### config.mk
export PLATFORM = sky130hd
export DESIGN_NAME = host_port_dev_flat
export DESIGN_NICKNAME = d
export VERILOG_FILES = /design/src/pkg/host_port_pkg.sv /design/src/pkg/host_port_if.sv /design/src/rtl/host_port_dev.sv /design/src/flat_wrapper.sv
export VERILOG_INCLUDE_DIRS = /design/src /design/src/pkg
export SDC_FILE = /design/constraint.sdc
export NUM_CORES = 1
export LEC_CHECK = 0
export BUFFER_PORTS_ARGS = -buffer_cell sky130_fd_sc_hd__buf_2
export CAP_MARGIN = 20
export CELL_PAD_IN_SITES_DETAIL_PLACEMENT = 1
export CELL_PAD_IN_SITES_GLOBAL_PLACEMENT = 1
export CORE_UTILIZATION = 38
export DETAILED_ROUTE_END_ITERATION = 10
export MAX_ROUTING_LAYER = met4
export PLACE_DENSITY = 0.92
export SLEW_MARGIN = 20
export SYNTH_ARGS = -nofsm -noshare
export SYNTH_HDL_FRONTEND = slang
export SYNTH_SLANG_ARGS = --single-unit
export TNS_END_PERCENT = 20
### constraint.sdc
create_clock -name mclk -period 4.4 [get_ports mclk]
set_input_delay 0.66 -clock mclk [delete_from_list [all_inputs] [get_ports mclk]]
set_output_delay 0.66 -clock mclk [all_outputs]
set_load 0.01 [all_outputs]
### src/pkg/host_port_consts.svh
/*
  timing and layout constants shared by both ends of the sram-like host port.
  assumes it is included by its bare name.
*/
`ifndef HOST_PORT_CONSTS_SVH
`define HOST_PORT_CONSTS_SVH
`define HP_DATA_W 32
`define HP_ADDR_W 8
`define HP_CLK_NS 8
`define HP_STROBE_NS 40
`define HP_STROBE_CYC ((`HP_STROBE_NS + `HP_CLK_NS - 1) / `HP_CLK_NS)
`endif

### src/pkg/host_port_pkg.sv
/*
  types of the host port: state encodings of both ends.
  assumes host_port_consts.svh is on the include path.
*/
`include "host_port_consts.svh"
package host_port_pkg;
  typedef enum logic [1:0] {
    DEV_IDLE = 2'b00,
    DEV_ACT = 2'b01,
    DEV_WAIT = 2'b10
  } dev_state_t;
  typedef enum logic [1:0] {
    HOST_IDLE = 2'b00,
    HOST_STROBE = 2'b01,
    HOST_GAP = 2'b10
  } host_state_t;
endpackage

### src/pkg/host_port_if.sv
/*
  pin level of the host port between cpu end and device end.
  assumes the testbench resolves the data wire from the two enables.
*/
`timescale 1ns/1ns
interface host_port_if;
  logic [31:0] data_from_host;
  logic data_from_host_oe;
  logic [31:0] data_from_dev;
  logic data_from_dev_oe;
  logic [31:0] data_in;
  logic [7:0] addr;
  logic read_strobe_low;
  logic write_strobe_low;
  logic chip_select_low;
  logic fifo_sel;
  logic end_sel;
  modport dev (
    input data_in, addr, read_strobe_low, write_strobe_low, chip_select_low,
    input fifo_sel, end_sel,
    output data_from_dev, data_from_dev_oe
  );
  modport host (
    input data_in,
    output data_from_host, data_from_host_oe, addr, read_strobe_low,
    output write_strobe_low, chip_select_low, fifo_sel, end_sel
  );
endinterface

### src/rtl/host_port_dev.sv
/*
  device end of the sram-like host port: synchronises the strobes, decodes
  register or fifo accesses, swaps bytes for big endian and drives read data.
  assumes the host holds address and write data stable across the strobe.
*/
`timescale 1ns/1ns
`include "host_port_consts.svh"
// Functional notes
// 32-bit two-way data bus
// word address bits 9..2 only select
// read strobe valid only with chip select
// write data taken only with chip select
// strobes ignored while chip select high
// direct mode: reads rx fifo, writes tx fifo
// direct mode ignores address lines
// end select high means big endian
// endianness may change between accesses
// drive bus only during selected read
// synchronise strobes before side effects
module host_port_dev
  import host_port_pkg::*;
#(
  parameter int DATA_W = `HP_DATA_W,
  parameter int ADDR_W = `HP_ADDR_W
) (
  // clock and reset
  input wire logic mclk,
  input wire logic resetn,
  // pins
  host_port_if.dev pins,
  // internal side
  output logic reg_wr,
  output logic reg_rd,
  output logic [ADDR_W-1:0] reg_addr,
  output logic [DATA_W-1:0] reg_wdata,
  input wire logic [DATA_W-1:0] reg_rdata,
  output logic tx_fifo_wr,
  output logic [DATA_W-1:0] tx_fifo_data,
  output logic rx_fifo_rd,
  input wire logic [DATA_W-1:0] rx_fifo_data
);
  localparam int BYTES = DATA_W / 8;

  typedef struct packed {
    logic rd_s1;
    logic rd_s2;
    logic wr_s1;
    logic wr_s2;
    dev_state_t st;
    // byte order latched once per access
    logic big;
    logic reg_wr;
    logic reg_rd;
    logic tx_wr;
    logic rx_rd;
    logic [ADDR_W-1:0] addr;
    logic [DATA_W-1:0] wdata;
    logic [DATA_W-1:0] rdata;
  } dev_regs_t;

  dev_regs_t s_q;
  dev_regs_t s_d;
  logic rd_sel;
  logic wr_sel;

  function automatic logic [DATA_W-1:0] swap(input logic [DATA_W-1:0] v, input logic big);
    logic [DATA_W-1:0] r;
    r = v;
    if (big) begin
      for (int i = 0; i < BYTES; i++) begin
        r[i*8 +: 8] = v[(BYTES-1-i)*8 +: 8];
      end
    end
    return r;
  endfunction

  // one-hot target {rx fifo read, reg read, tx fifo write, reg write}
  function automatic logic [3:0] pick(input logic fifo, input logic wr);
    logic [3:0] t;
    if (wr) begin
      t = fifo ? 4'h2 : 4'h1;
    end else begin
      t = fifo ? 4'h8 : 4'h4;
    end
    return t;
  endfunction

  // a strobe counts only while chip select is low as well
  function automatic logic qualified(input logic strobe_low, input logic sel_low);
    return ~strobe_low & ~sel_low;
  endfunction

  // second stage of each pair: synchronised select qualified strobes
  assign rd_sel = s_q.rd_s2;
  assign wr_sel = s_q.wr_s2;

  always_comb begin
    s_d = s_q;
    s_d.reg_wr = 1'b0;
    s_d.reg_rd = 1'b0;
    s_d.tx_wr = 1'b0;
    s_d.rx_rd = 1'b0;
    // raw strobe pins go only into the first stage and the bus enable
    s_d.rd_s1 = qualified(pins.read_strobe_low, pins.chip_select_low);
    s_d.wr_s1 = qualified(pins.write_strobe_low, pins.chip_select_low);
    s_d.rd_s2 = s_q.rd_s1;
    s_d.wr_s2 = s_q.wr_s1;
    case (s_q.st)
      DEV_IDLE: begin
        if (rd_sel) begin
          s_d.st = DEV_ACT;
          s_d.big = pins.end_sel;
          // direct mode never looks at the address
          {s_d.rx_rd, s_d.reg_rd, s_d.tx_wr, s_d.reg_wr} = pick(pins.fifo_sel, 1'b0);
          if (!pins.fifo_sel) begin
            s_d.addr = pins.addr;
          end
        end else if (wr_sel) begin
          s_d.st = DEV_ACT;
          // sample endianness per access so it may change between cycles
          s_d.big = pins.end_sel;
          s_d.wdata = swap(pins.data_in, pins.end_sel);
          {s_d.rx_rd, s_d.reg_rd, s_d.tx_wr, s_d.reg_wr} = pick(pins.fifo_sel, 1'b1);
          if (!pins.fifo_sel) begin
            s_d.addr = pins.addr;
          end
        end
      end
      DEV_ACT: begin
        // read data returns the cycle after the internal read pulse
        s_d.st = DEV_WAIT;
        // a write leaves the read word alone so the bus only moves on reads
        if (s_q.rx_rd) begin
          s_d.rdata = swap(rx_fifo_data, s_q.big);
        end else if (s_q.reg_rd) begin
          s_d.rdata = swap(reg_rdata, s_q.big);
        end
      end
      DEV_WAIT: begin
        // one access per strobe: wait for the strobe to go away
        if (!rd_sel && !wr_sel) begin
          s_d.st = DEV_IDLE;
        end
      end
      default: begin
        s_d.st = DEV_IDLE;
      end
    endcase
  end

  always_ff @(posedge mclk or negedge resetn) begin
    if (!resetn) begin
      s_q <= '0;
    end else begin
      s_q <= s_d;
    end
  end

  assign reg_wr = s_q.reg_wr;
  assign reg_rd = s_q.reg_rd;
  assign reg_addr = s_q.addr;
  assign reg_wdata = s_q.wdata;
  assign tx_fifo_wr = s_q.tx_wr;
  assign tx_fifo_data = s_q.wdata;
  assign rx_fifo_rd = s_q.rx_rd;
  assign pins.data_from_dev = s_q.rdata;
  // enable follows the pins directly so the bus floats as soon as the cpu lets go
  assign pins.data_from_dev_oe = ~pins.chip_select_low & ~pins.read_strobe_low;
endmodule // host_port_dev

### src/flat_wrapper.sv
// flat-port wrapper written by rule: the top's interface ports become plain ports
module host_port_dev_flat import host_port_pkg::*;
#(
  parameter int DATA_W = `HP_DATA_W,
  parameter int ADDR_W = `HP_ADDR_W
)
  (mclk, resetn, reg_wr, reg_rd, reg_addr, reg_wdata, reg_rdata, tx_fifo_wr, tx_fifo_data, rx_fifo_rd, rx_fifo_data, pins_data_in, pins_addr, pins_read_strobe_low, pins_write_strobe_low, pins_chip_select_low, pins_fifo_sel, pins_end_sel, pins_data_from_dev, pins_data_from_dev_oe);
  host_port_if pins_i ();
  input wire logic mclk;
  input wire logic resetn;
  output logic reg_wr;
  output logic reg_rd;
  output logic [ADDR_W-1:0] reg_addr;
  output logic [DATA_W-1:0] reg_wdata;
  input wire logic [DATA_W-1:0] reg_rdata;
  output logic tx_fifo_wr;
  output logic [DATA_W-1:0] tx_fifo_data;
  output logic rx_fifo_rd;
  input wire logic [DATA_W-1:0] rx_fifo_data;
  input wire logic [$bits(pins_i.data_in)-1:0] pins_data_in;
  input wire logic [$bits(pins_i.addr)-1:0] pins_addr;
  input wire logic [$bits(pins_i.read_strobe_low)-1:0] pins_read_strobe_low;
  input wire logic [$bits(pins_i.write_strobe_low)-1:0] pins_write_strobe_low;
  input wire logic [$bits(pins_i.chip_select_low)-1:0] pins_chip_select_low;
  input wire logic [$bits(pins_i.fifo_sel)-1:0] pins_fifo_sel;
  input wire logic [$bits(pins_i.end_sel)-1:0] pins_end_sel;
  output wire logic [$bits(pins_i.data_from_dev)-1:0] pins_data_from_dev;
  output wire logic [$bits(pins_i.data_from_dev_oe)-1:0] pins_data_from_dev_oe;
  assign pins_i.data_in = pins_data_in;
  assign pins_i.addr = pins_addr;
  assign pins_i.read_strobe_low = pins_read_strobe_low;
  assign pins_i.write_strobe_low = pins_write_strobe_low;
  assign pins_i.chip_select_low = pins_chip_select_low;
  assign pins_i.fifo_sel = pins_fifo_sel;
  assign pins_i.end_sel = pins_end_sel;
  assign pins_data_from_dev = pins_i.data_from_dev;
  assign pins_data_from_dev_oe = pins_i.data_from_dev_oe;
  host_port_dev #(.DATA_W(DATA_W), .ADDR_W(ADDR_W)) u_core (.mclk(mclk), .resetn(resetn), .pins(pins_i), .reg_wr(reg_wr), .reg_rd(reg_rd), .reg_addr(reg_addr), .reg_wdata(reg_wdata), .reg_rdata(reg_rdata), .tx_fifo_wr(tx_fifo_wr), .tx_fifo_data(tx_fifo_data), .rx_fifo_rd(rx_fifo_rd), .rx_fifo_data(rx_fifo_data));
endmodule
Word-level counts from Yosys, hierarchy flattened
Cells that the tools add are included.
{ "classes": {"eq_ne": 4, "mux": 14, "bitwise": 6, "n_reduce_logical": 10} }
{ "op_table": {"columns": ["operator", "count"], "rows": [
  ["two-way mux 32 bit", 6],
  ["two-way mux 47 bit", 1],
  ["two-way mux 44 bit", 1],
  ["two-way mux 15 bit", 1],
  ["two-way mux 8 bit", 1],
  ["case mux 2 bit (3 select lines)", 1],
  ["AND reduction 2 bit", 3],
  ["two-way mux 2 bit", 2],
  ["two-way mux 4 bit", 1],
  ["inverter 1 bit", 4],
  ["nonzero test 2 bit", 2],
  ["!= test 3 x 1 -> 1 bit, second input constant", 1],
  ["AND reduction 3 bit", 1],
  ["AND 1 bit", 2],
  ["equality test 2 x 1 -> 1 bit, second input constant", 1],
  ["equality test 2 bit, second input constant", 1],
  ["zero test 1 bit", 2],
  ["zero test 2 bit", 1],
  ["!= test 2 x 1 -> 1 bit, second input constant", 1],
  ["logical AND 1 bit", 1]
]} }
{ "totals": {"register_bits": 83, "out_inout_bits": 109, "elab_cells": 47} }

Depth between registers and ports, before layout
Gate-level depths: netlist of the first run.
{ "depth": {"ltp_word": 4, "ltp_mapped": 6} }

Worst setup path before layout of the first run
OpenSTA, ideal clock, no wires.
{ "synth_path": {"kind": "input-to-reg", "startpoint": "input pins_fifo_sel", "endpoint": "register u_core.s_q (netlist bit u_core.reg_addr[0])", "setup_ns": 0.125, "arrival_ns": 1.437, "path_slack_ns": 2.838, "path_stages": 2, "path_cell_list": "nor4_4 > mux2_2"} }
{ "synth_via": {"elab_chain_len": 3} }
{ "synth_rtl": {"columns": ["item", "line", "rtl"], "rows": [
  ["start: declaration", "flat_wrapper.sv:25", "input wire logic [$bits(pins_i.fifo_sel)-1:0] pins_fifo_sel;"],
  ["two-way mux 8 bit *", null, null],
  ["two-way mux 47 bit", null, null],
  ["two-way mux 15 bit *", null, null],
  ["end signal: assignment", "host_port_dev.sv:153", "s_q <= '0;"],
  ["end signal: assignment", "host_port_dev.sv:155", "s_q <= s_d;"],
  ["end: declaration", "host_port_dev.sv:61", "dev_regs_t s_q;"]
]} }
Mark *: on every way between the ends. The rest lies on a longest branch, timed or not. The select of a mux whose other input is x is not followed.
A chain may end at the register's enable or synchronous reset.

Worst setup path after layout of the first run
{ "layout_path": {"startpoint": "register u_core.s_q[76] (netlist bit)", "endpoint": "register u_core.s_q (netlist bit u_core.pins.data_from_dev[22])"} }
{ "layout_via": {"elab_chain_len": 3, "word_cells_on_any_way": 4} }
{ "layout_rtl": {"columns": ["item", "line", "rtl"], "rows": [
  ["two-way mux 32 bit", "host_port_dev.sv:69", "if (big) begin"],
  ["two-way mux 32 bit", "host_port_dev.sv:135", "end else if (s_q.reg_rd) begin"],
  ["two-way mux 32 bit *", "host_port_dev.sv:133", "if (s_q.rx_rd) begin"]
]} }
Marked as above.

==> reports/qor.txt, run 1 <==
Outcome: finished clean
Critical path data required time: 4.62 ns
Initial Utilization: 0.3907
Initial antenna violation count: 0
Starting DRC count in detailed routing: 130
Fillers: 1482
Post-route setup TNS: 0 ns
Cts-stage hold buffer count: 0
Pre-antenna DRT Iters: 4
Worst slew margin: 0.2925
Cell with the most instances after synthesis: buf_4
Sequential fraction of the synthesis area: 0.4212
Layout Nets: 679
Cells after Synth: 467
Ports: 220
DIE AREA: 13440 µm²
GP Congestion: 0.7619
Total CTS buffers: 9
Post-DR wirelength/cell: 16.81 µm
Commonest cells in the netlist: buf_4, mux2i_1, dfrtp_1
Routed vias/inst: 4.997
CTS tree: done
Post-DP HPWL: 9.468 mm
Worst hold start: u_core.s_d[81]$_DFF_PN0_
Global Route Usage Sum: 0.1908
Ratio of cells with drive above 1 in the final layout: 0.4398
Yosys reg bits: 83
RSZ-0062 raised after global routing: no
Tmin final: 1.979 ns
Ratio of final minimum period to clock period: 0.4497
Area of the multi-input gates: 1922 µm²
Pins Over Slew Limit: 0
Top_reg_cell synth: dfrtp_1
GRT Residual Overflow: 0
Critical path type: register to register
Syn_nets: 578
Pre-CTS setup slack: 2.406 ns
Post-CTS setup buffers: 0
Clk_lat worst skew: 0.33 ns
Crit path DAT: 2.19 ns
Num rows: 41
Hold Vio Cnt, Final: 0
Yosys top cell area share: 0.4212
Die height: 115.9 µm
ANT cells: 0
Clock buffer depth: 2
Mean Syn Cell Area: 10.56 µm²
Overall power: 3.907 mW
Ys Warns: 0
Largest net degree at the start of global routing: 84
Core area: 12620 µm²
CP Launch Point: u_core.s_q[76]$_DFFE_PN0P_
Syn Std Cell Area: 4931 µm²
Type of the worst min-delay path: register to register
Leak Pwr: 3.023 nW
Clock transition at path regs: 0.07 ns
Worst VDD drop: 0.0003120 V
Detail Route Antenna Nets: 0
Remaining DRCs: 0
Type of origin of the critical path: register
Vias: 3723
Reg2reg start: u_core.s_q[76]$_DFFE_PN0P_
Routed wire length: 12.53 mm
Post-cts resize count: 0
Setup Viol. Count Final: 0
Worst Setup Slack, final: 2.421 ns
First-pass GRT wire length: 19.09 mm
Critical Path Fanout Max: 65
Biggest area consumer among synthesized cells: dfrtp_1
Port bufs: 219
H-tree depth: 3
Clock Skew: 0.01070 ns
Die Span X: 115.9 µm
Netlist cell types: 22
Worst-margin pin slew: 1.061 ns
Clock root buffer: clkbuf_16
Largest cells by area after synthesis: dfrtp_1, mux2i_1, buf_4, a21o_1, o22ai_1
Clk sinks: 83
Vias in the first global route: 3821
EDFF count, synth: 0
Max Cap Viol: 0
Synth-to-Final Area Change: 15.58%
Critical Path End Type: register
Max Clock Freq: 505.4 MHz
Register area: 2081 µm²
Pwr dens: 685.5 nW/µm²
Ys async rst share: 1.000
-- worst max-delay path, cell delays in order, from the launching register on --
cell and delay (ns):
dfrtp_4 1.10, mux2i_1 0.38, o22ai_1 0.14, a21o_1 0.17
-- per-stage QoR --
stage / cells / instance area (µm²) / utilization / hold WS [ns]
5_1_grt: 745 / 5699 / 0.4516 / 0.3620
2_1_floorplan: 467 / 4931 / - / 0.3312
3_3_place_gp: 729 / 5346 / 0.4237 / 0.3367
4_1_cts: 745 / 5695 / 0.4513 / 0.3544
6_report: 745 / 5699 / 0.4516 / 0.3539
3_5_place_dp: 729 / 5346 / 0.4237 / 0.3393
-- path summary, 6_finish.rpt --
path,end,slack (ns),cells after the start
setup / recovery,u_core.pins.data_from_dev[22]$_DFFE_PN0P_,2.42,3
hold / removal,u_core.rd_sel$_DFF_PN0_,0.35,0
setup reg to reg,u_core.pins.data_from_dev[22]$_DFFE_PN0P_,2.42,3
hold reg to reg,u_core.rd_sel$_DFF_PN0_,0.35,0
max in group asynchronous,u_core.s_q[76]$_DFFE_PN0P_,3.45,1
min in group asynchronous,u_core.pins.data_from_dev[24]$_DFFE_PN0P_,0.38,1
-- routing by layer --
| metal | track usage | vias to the layer above | wire length (µm) |
|---|---|---|---|
| met5 | - | - | 0 |
| met4 | 0.06068 | 0 | 182 |
| met3 | 0.03975 | 14 | 860 |
| met2 | 0.3373 | 167 | 6439 |
| met1 | 0.2146 | 1806 | 5043 |
| li1 | - | 1736 | - |
-- cells in the final DEF (no fill, tap or decap), types with 2 or more instances in the layout --
master / netlist / routed
bufinv_16: 0 / 3
o22ai_1: 32 / 32
nor2b_1: 2 / 2
clkbuf_16: 0 / 9
nor2_1: 37 / 37
buf_2: 23 / 218
clkinv_4: 0 / 2
mux2i_1: 96 / 96
mux2_2: 9 / 9
buf_4: 109 / 4
a21o_1: 32 / 32
a21oi_1: 32 / 32
dfrtp_1: 83 / 82
-- power by group --
part	internal [mW]	switching [mW]	leakage [nW]	total (mW)
clock network	0.558	0.310	0.166	0.868
registers	1.12	0.399	0.963	1.51
logic	0.785	0.740	1.89	1.52
-- cell families after synthesis --
logic type / after synthesis / share of synthesized area
buffers and inverters: 133 / 0.1916
DFF: 83 / 0.4212
AOI/OAI and AO/OA: 98 / 0.1243
and+or+nand+nor: 48 / 0.04745
muxes: 105 / 0.2154
-- registers in the layout, indices dropped and copies added, names as in the netlist, 2 cells and up --
signal / flops
u_core.reg_wdata: 32
u_core.s_d: 2
u_core.pins.data_from_dev: 32
u_core.s_q: 3
u_core.reg_addr: 8
-- final cells by class --
type                            count  share of cell area
Timing Repair Buffer              223              0.1987
Sequential cell                    83              0.3651
Clock buffer                        9             0.03952
Multi-Input combinational cell    251              0.3372
Tap cell                          172             0.03776
Clock inverter                      7             0.02173
No activity file was read; power rests on OpenSTA's default activity.
==> inputs of run 2 (changes only) <==
ABC_AREA = 1   (was unset)
CORE_UTILIZATION = 34   (was 38)
PLACE_DENSITY = 0.87   (was 0.92)
clock period = 2 ns   (was 4.4 ns; I/O delays follow)
==> run 2 against run 1 <==
Compared with the run above: wire length is 21% higher; largest power group unchanged; worst hold slack lost 0.25 ns; non-clock buffer count up 7; clock power up 89%; first-iteration DRC count rose by 56%; register-to-register slack worse by 2.0 ns; combinational power increased to 2.6 times the previous value; die area rose by 26%; utilization decreased by 5.7 points.
==> reports/qor.txt, run 2 <==
GP Congestion: 0.7585 (-0.45%)
Initial Utilization: 0.3496 (-0.04111)
Die Span X: 130.0 µm (+12%)
Clock root buffer: clkbuf_16
Critical path data required time: 2.27 ns (-2.35 ns)
Port bufs: 219 (unchanged)
Top_reg_cell synth: dfrtp_1
Ratio of final minimum period to clock period: 0.8111 (+0.3614)
RSZ-0062 raised after global routing: no
GRT Residual Overflow: 0 (unchanged)
Num rows: 46 (+12%)
Global Route Usage Sum: 0.1898 (-0.0009595)
Netlist cell types: 20 (-9.1%)
Ys Warns: 0 (unchanged)
Cell with the most instances after synthesis: nand2_1
Overall power: 8.592 mW (+120%)
Clock power share: 0.191 (-0.031)
Pins Over Slew Limit: 0 (unchanged)
Largest net degree at the start of global routing: 67 (-20%)
Remaining DRCs: 0 (unchanged)
Syn_nets: 904 (+56%)
Most frequent CP cell: nand2_1
Critical path type: register to register
H-tree depth: 3 (unchanged)
Post-route setup TNS: 0 ns (unchanged)
Critical Path End Type: register
Max Clock Freq: 616.5 MHz (+22%)
Post-Place Cell Area: 5961 µm² (+11%)
Total CTS buffers: 9 (unchanged)
Starting DRC count in detailed routing: 203 (+56%)
Detail Route Antenna Nets: 0 (unchanged)
Setup Viol. Count Final: 0 (unchanged)
Mean Syn Cell Area: 7.029 µm² (-33%)
Critical Path Fanout Max: 16 (-75%)
Ports: 220 (unchanged)
Most frequent cells in the layout: nand2_1, buf_2, dfrtp_1, inv_1, nand3_1
Worst-margin pin slew: 0.8718 ns (-0.1895 ns)
Sw Ratio: 0.4216 (+0.05094)
Biggest area consumer among synthesized cells: dfrtp_1
EDFF count, synth: 0 (unchanged)
Clock transition at path regs: 0.06 ns (about the same)
Layout Nets: 1001 (+47%)
Post-DP HPWL: 10.90 mm (+15%)
Commonest non-fill, non-tap cell in the layout: nand2_1
Sequential fraction of the synthesis area: 0.3726 (-0.04860)
Crit path DAT: 1.89 ns (-0.30 ns)
Pre-antenna DRT Iters: 6 (+2)
Yosys reg bits: 83 (unchanged)
Worst path slowest cell: nor2_2
Worst hold slack: 0.1021 ns (-0.2518 ns)
Type of the worst min-delay path: input pin to register
Largest cells by area after synthesis: dfrtp_1, nand2_1, buf_4, nand3_1, inv_1
Cells after Synth: 793 (+70%)
Global Route met2 Usage: 0.3314 (-0.005950)
Ratio of cells with drive above 1 in the final layout: 0.3247 (-0.1150)
Routed wire length: 15.19 mm (+21%)
Final Non-Filler Cells: 1110 (+49%)
Vias in the first global route: 5101 (+33%)
Met1 GRT Util: 0.2240 (+0.009456)
Final Core Density: 0.3941 (-0.05749)
Clock Skew: 0.006930 ns (-0.003773 ns)
First-pass GRT wire length: 24.45 mm (+28%)
Worst Setup Slack, final: 0.3778 ns (-2.044 ns)
Power share of the sequential group: 0.347 (-0.041)
Crit path cell chain: inv_1 > nand2_1 > nor2_2 > nand2_1 > nand2_1
Core area: 15940 µm² (+26%)
Outcome: finished clean
Critical path's largest stage delay: 0.73 ns (-0.37 ns)
Clk_lat worst skew: 0.33 ns (about the same)
Commonest cells in the netlist: nand2_1, buf_4, dfrtp_1
Hold Vio Cnt, Final: 0 (unchanged)
Logic pwr share: 0.462 (+0.072)
P_int: 4.969 mW (+100%)
Tmin final: 1.622 ns (-0.3564 ns)
Ys async rst share: 1.000 (unchanged)
R2r setup slk: 0.38 ns (-2.04 ns)
Initial antenna violation count: 0 (unchanged)
Clk sinks: 83 (unchanged)
Fillers: 2125 (+43%)
Vias: 5062 (+36%)
Max Cap Viol: 0 (unchanged)
Synth-to-Final Area Change: 12.73%
Routed vias/inst: 4.560 (-8.7%)
Syn Std Cell Area: 5574 µm² (+13%)
Gr busiest metal: met2
Leak Pwr: 3.659 nW (+21%)
P_sw: 3.623 mW (+150%)
Clock buffer depth: 2 (unchanged)
Met3 Use GR: 0.03280 (-0.006949)
Worst VDD drop: 0.0004740 V (+52%)
Placed Cells: 1090 (+50%)
Pre-CTS setup slack: -0.1012 ns (-2.507 ns)
Yosys top cell area share: 0.3726 (-0.04860)
Post-DR wirelength/cell: 13.68 µm (-19%)
CTS tree: done
Final instance area: 6284 µm² (+10%)
Die height: 130.0 µm (+12%)
Worst slew margin: 0.4182 (+0.1257)
DIE AREA: 16910 µm² (+26%)
Type of origin of the critical path: register
Pwr dens: 1367 nW/µm² (+99%)
-- run 2: cell count changes in the layout (fill, tap and decap cells not counted), moves of 24 or more --
| cell | change |
|---|---|
| or2_2 | +32 |
| o21ai_0 | +43 |
| nor2_1 | -32 |
| o21ai_1 | +24 |
| inv_1 | +72 |
| nand2_1 | +309 |
| nand3_1 | +64 |
| mux2i_1 | -96 |
| a21oi_1 | -32 |
| o22ai_1 | -32 |
| a21o_1 | -32 |
-- run 2: what timing repair did --
item | CTS | global route
resized for setup | 0 | 0
cloned | 1 | 0
buffers inserted | 0 | 3
hold buffers | 1 | 0
pin swaps | 1 | 1
endpoints found under the setup margin | 32 | 15
endpoints found under the hold margin | 23 | 0
-- run 2: critical path, delay by kind of cell (launching register included) --
family        cells  cell delay [ns]
simple gates      4             1.09
buf+inv           1             0.08
flops             1             0.39
-- run 2: path summary, 6_finish.rpt --
path | startpoint | to | cells after the start
setup / recovery | u_core.s_q[78]$_DFFE_PN0P_ | u_core.pins.data_from_dev[18]$_DFFE_PN0P_ | 5
hold / removal | pins_write_strobe_low | u_core.s_d[79]$_DFF_PN0_ | 2
setup reg to reg | u_core.s_q[78]$_DFFE_PN0P_ | u_core.pins.data_from_dev[18]$_DFFE_PN0P_ | 5
hold reg to reg | u_core.s_d[81]$_DFF_PN0_ | u_core.rd_sel$_DFF_PN0_ | 0
max in group asynchronous | resetn | u_core.reg_wdata[22]$_DFFE_PN0P_ | 3
min in group asynchronous | resetn | u_core.pins.data_from_dev[13]$_DFFE_PN0P_ | 2
-- run 2: layout make-up --
class                      count  area [µm²]  share of cell area
multi-input combinational    492        2152              0.3425
sequential                    83        2078              0.3307
timing repair buffer         230        1221              0.1943
inverter                      74       277.8             0.04421
tap                          216       270.3             0.04301
clock buffer                   9       225.2             0.03584
clock inverter                 5       56.30            0.008961
antenna                        1       2.502           0.0003982
-- run 2: per-layer routing --
| metal | vias up | part of all wire |
|---|---|---|
| li1 | 2510 | - |
| met3 | 17 | 0.055 |
| met5 | - | 0 |
| met1 | 2387 | 0.45 |
| met2 | 148 | 0.49 |
| met4 | 0 | 0.011 |
-- run 2: logic make-up (layout without fill, tap and decap cells) --
| kind of cell | after synthesis | after routing | share of synthesized area |
|---|---|---|---|
| simple gates | 418 | 419 | 0.3154 |
| other cells | 0 | 1 | 0 |
| flops | 83 | 83 | 0.3726 |
| buf+inv | 219 | 318 | 0.2424 |
| compound gates | 73 | 73 | 0.06959 |
-- run 2: power groups by stage --
stage                     Sequential [mW]  Combinational (mW)  Clock [mW]
after floorplan                      2.85                3.99           0
after global placement               3.01                3.86           0
after detailed placement             3.00                4.02           0
after CTS                            3.00                4.04        1.71
after global routing                 3.09                4.51        1.75
final                                2.98                3.97        1.64
==> inputs of run 3 (changes only) <==
ABC_AREA = 0   (was 1)
CORE_UTILIZATION = 35   (was 34)
PLACE_DENSITY = 0.86   (was 0.87)
clock period = 1.6 ns   (was 2 ns; I/O delays follow)
==> run 3 against run 2 <==
Compared with the run above: critical path depth down 1; via count down 25%; non-clock buffer count up 6; register-to-register slack worse by 0.28 ns; wire length down 17%; die area down 14%; first-iteration DRC count down 31%; combinational power up 17%; final cell count down 31%; clock power up 28%; fmax up 8.3%; largest power group unchanged.
==> reports/qor.txt, run 3 (synthesis gave the netlist of run 1 again) <==
Outcome: finished clean
Hold Vio Cnt, Final: 0 (unchanged)
Ports: 220 (unchanged)
Commonest non-fill, non-tap cell in the layout: buf_2
Num rows: 43 (-6.5%)
Ratio of final minimum period to clock period: 0.9358 (+0.1247)
Post-DP HPWL: 9.433 mm (-13%)
RSZ-0062 raised after global routing: no
Starting DRC count in detailed routing: 141 (-31%)
Max Cap Viol: 0 (unchanged)
GRT Residual Overflow: 0 (unchanged)
Layout Nets: 692 (-31%)
Global Route Usage Sum: 0.1773 (-0.01255)
Final instance area: 5846 µm² (-7.0%)
CTS tree: done
Detail Route Antenna Nets: 0 (unchanged)
ANT cells: 0 (-1)
Pwr dens: 1812 nW/µm² (+33%)
P_sw: 3.941 mW (+8.8%)
Highest Signal Layer: met4
Post-route setup TNS: 0 ns (unchanged)
Worst slew margin: 0.6930 (+0.2748)
Port bufs: 219 (unchanged)
Critical Path Fanout Max: 33 (+17)
Wire length on met2: 6.434 mm (-13%)
Vias in the first global route: 3850 (-25%)
Type of origin of the critical path: register
Critical Path End Type: register
Vias: 3777 (-25%)
Logic pwr share: 0.439 (-0.023)
GP Congestion: 0.8000 (+5.5%)
DIE AREA: 14570 µm² (-14%)
Critical path's largest stage delay: 0.50 ns (-0.23 ns)
Die height: 120.7 µm (-7.2%)
Sw Ratio: 0.3720 (-0.04962)
M1 WL: 5.278 mm (-22%)
Tmin final: 1.497 ns (-0.1249 ns)
Worst path slowest cell: dfrtp_1
Clock transition at path regs: 0.06 ns (about the same)
H-tree depth: 3 (unchanged)
First-pass GRT wire length: 19.52 mm (-20%)
Most frequent cells in the layout: buf_2, mux2i_1, dfrtp_1, nor2_1
Die Span X: 120.7 µm (-7.2%)
P_int: 6.652 mW (+34%)
Register area: 2081 µm² (+0.12%)
Ratio of cells with drive above 1 in the final layout: 0.4488 (+0.1241)
Total CTS buffers: 9 (unchanged)
Type of the worst min-delay path: input pin to register
Post-Place Cell Area: 5499 µm² (-7.7%)
Remaining DRCs: 0 (unchanged)
Initial antenna violation count: 0 (unchanged)
Routed vias/inst: 4.931 (+8.1%)
Power share of the sequential group: 0.363 (+0.016)
Setup Viol. Count Final: 0 (unchanged)
Initial Utilization: 0.3566 (+0.006988)
Clock root buffer: clkbuf_16
Clock buffer depth: 2 (unchanged)
Core area: 13830 µm² (-13%)
Clk sinks: 83 (unchanged)
Crit path DAT: 1.70 ns (-0.19 ns)
Clock Skew: 0.008412 ns (+0.001482 ns)
Met3 Routed Length: 675 µm (-19%)
Worst VDD drop: 0.0006714 V (+42%)
Synth-to-Final Area Change: 18.55%
Largest net degree at the start of global routing: 84 (+25%)
Clock power share: 0.199 (+0.008)
Post-DR wirelength/cell: 16.45 µm (+20%)
Critical path type: register to register
Area of the multi-input gates: 1922 µm² (-11%)
Clk_lat worst skew: 0.34 ns (about the same)
Routed wire length: 12.60 mm (-17%)
Fillers: 1616 (-24%)
Pre-antenna DRT Iters: 4 (-2)
Max Clock Freq: 667.9 MHz (+8.3%)
Leak Pwr: 3.105 nW (-15%)
Pins Over Slew Limit: 0 (unchanged)
Critical path data required time: 1.80 ns (-0.47 ns)
Crit path cell chain: nor4b_4 > buf_4 > buf_6 > a21oi_1
Worst-margin pin slew: 0.4606 ns (-0.4112 ns)
run 3: cell count changes in the layout (fill, tap and decap cells not counted), moves of 43 or more:
cell | previous run | this run
inv_1 | 72 | 0
nand2_1 | 310 | 1
nand3_1 | 64 | 0
o21ai_0 | 43 | 0
mux2i_1 | 0 | 96
run 3: worst paths after layout:
check	end	start	slack [ns]	cells after the start
max	u_core.reg_wdata[26]$_DFFE_PN0P_	u_core.s_q[77]$_DFFE_PN0P_	0.10	4
min	u_core.s_d[79]$_DFF_PN0_	pins_write_strobe_low	0.06	2
max reg2reg	u_core.reg_wdata[26]$_DFFE_PN0P_	u_core.s_q[77]$_DFFE_PN0P_	0.10	4
min reg2reg	u_core.wr_sel$_DFF_PN0_	u_core.s_d[79]$_DFF_PN0_	0.35	0
max in group asynchronous	u_core.s_q[76]$_DFFE_PN0P_	resetn	0.71	3
min in group asynchronous	u_core.pins.data_from_dev[20]$_DFFE_PN0P_	resetn	0.48	3
run 3: power groups by stage:
stage | registers (mW) | logic, mW | clock network [mW]
finish | 3.84 | 4.65 | 2.10
floorplan | 3.58 | 4.61 | 0
CTS | 3.87 | 4.69 | 2.19
global placement | 3.79 | 4.50 | 0
global route | 3.99 | 5.04 | 2.28
detailed placement | 3.89 | 4.69 | 0
run 3: layout make-up:
class,count,share of cell area
Tap cell,180,0.03853
Multi-Input combinational cell,251,0.3288
Timing Repair Buffer,236,0.2245
Sequential cell,83,0.3560
Clock inverter,4,0.008348
Clock buffer,12,0.04388
run 3: layer usage:
| layer | vias to the layer above | track usage |
|---|---|---|
| li1 | 1765 | - |
| met1 | 1846 | 0.2079 |
| met2 | 152 | 0.3021 |
| met3 | 14 | 0.02642 |
| met4 | 0 | 0.07716 |
| met5 | - | - |
run 3: repair_timing:
action                                 in CTS  in global routing
gates resized for setup                     0                  1
endpoints found under the hold margin      83                  0
buffers inserted                            0                  2
setup endpoints to repair                   0                  9
hold buffers                                1                  0
run 3: critical path, delay by kind of cell (launching register included):
kind            cells  cell delay (ns)
flops               1             0.50
buf+inv             2             0.41
simple gates        1             0.31
compound gates      1             0.13
run 3: metrics by stage:
stage / hold slack [ns] / std cells / utilization / total power, mW / setup WS, ns
2_1_floorplan: -0.05559 / 467 / - / 8.192 / 0.1581
3_3_place_gp: 0.2992 / 746 / 0.3977 / 8.286 / 0.1807
3_5_place_dp: 0.3176 / 746 / 0.3977 / 8.579 / 0.05637
4_1_cts: 0.03711 / 763 / 0.4205 / 10.76 / 0.06043
5_1_grt: 0.04835 / 766 / 0.4228 / 11.32 / 0.01167
6_report: 0.05879 / 766 / 0.4228 / 10.59 / 0.1027
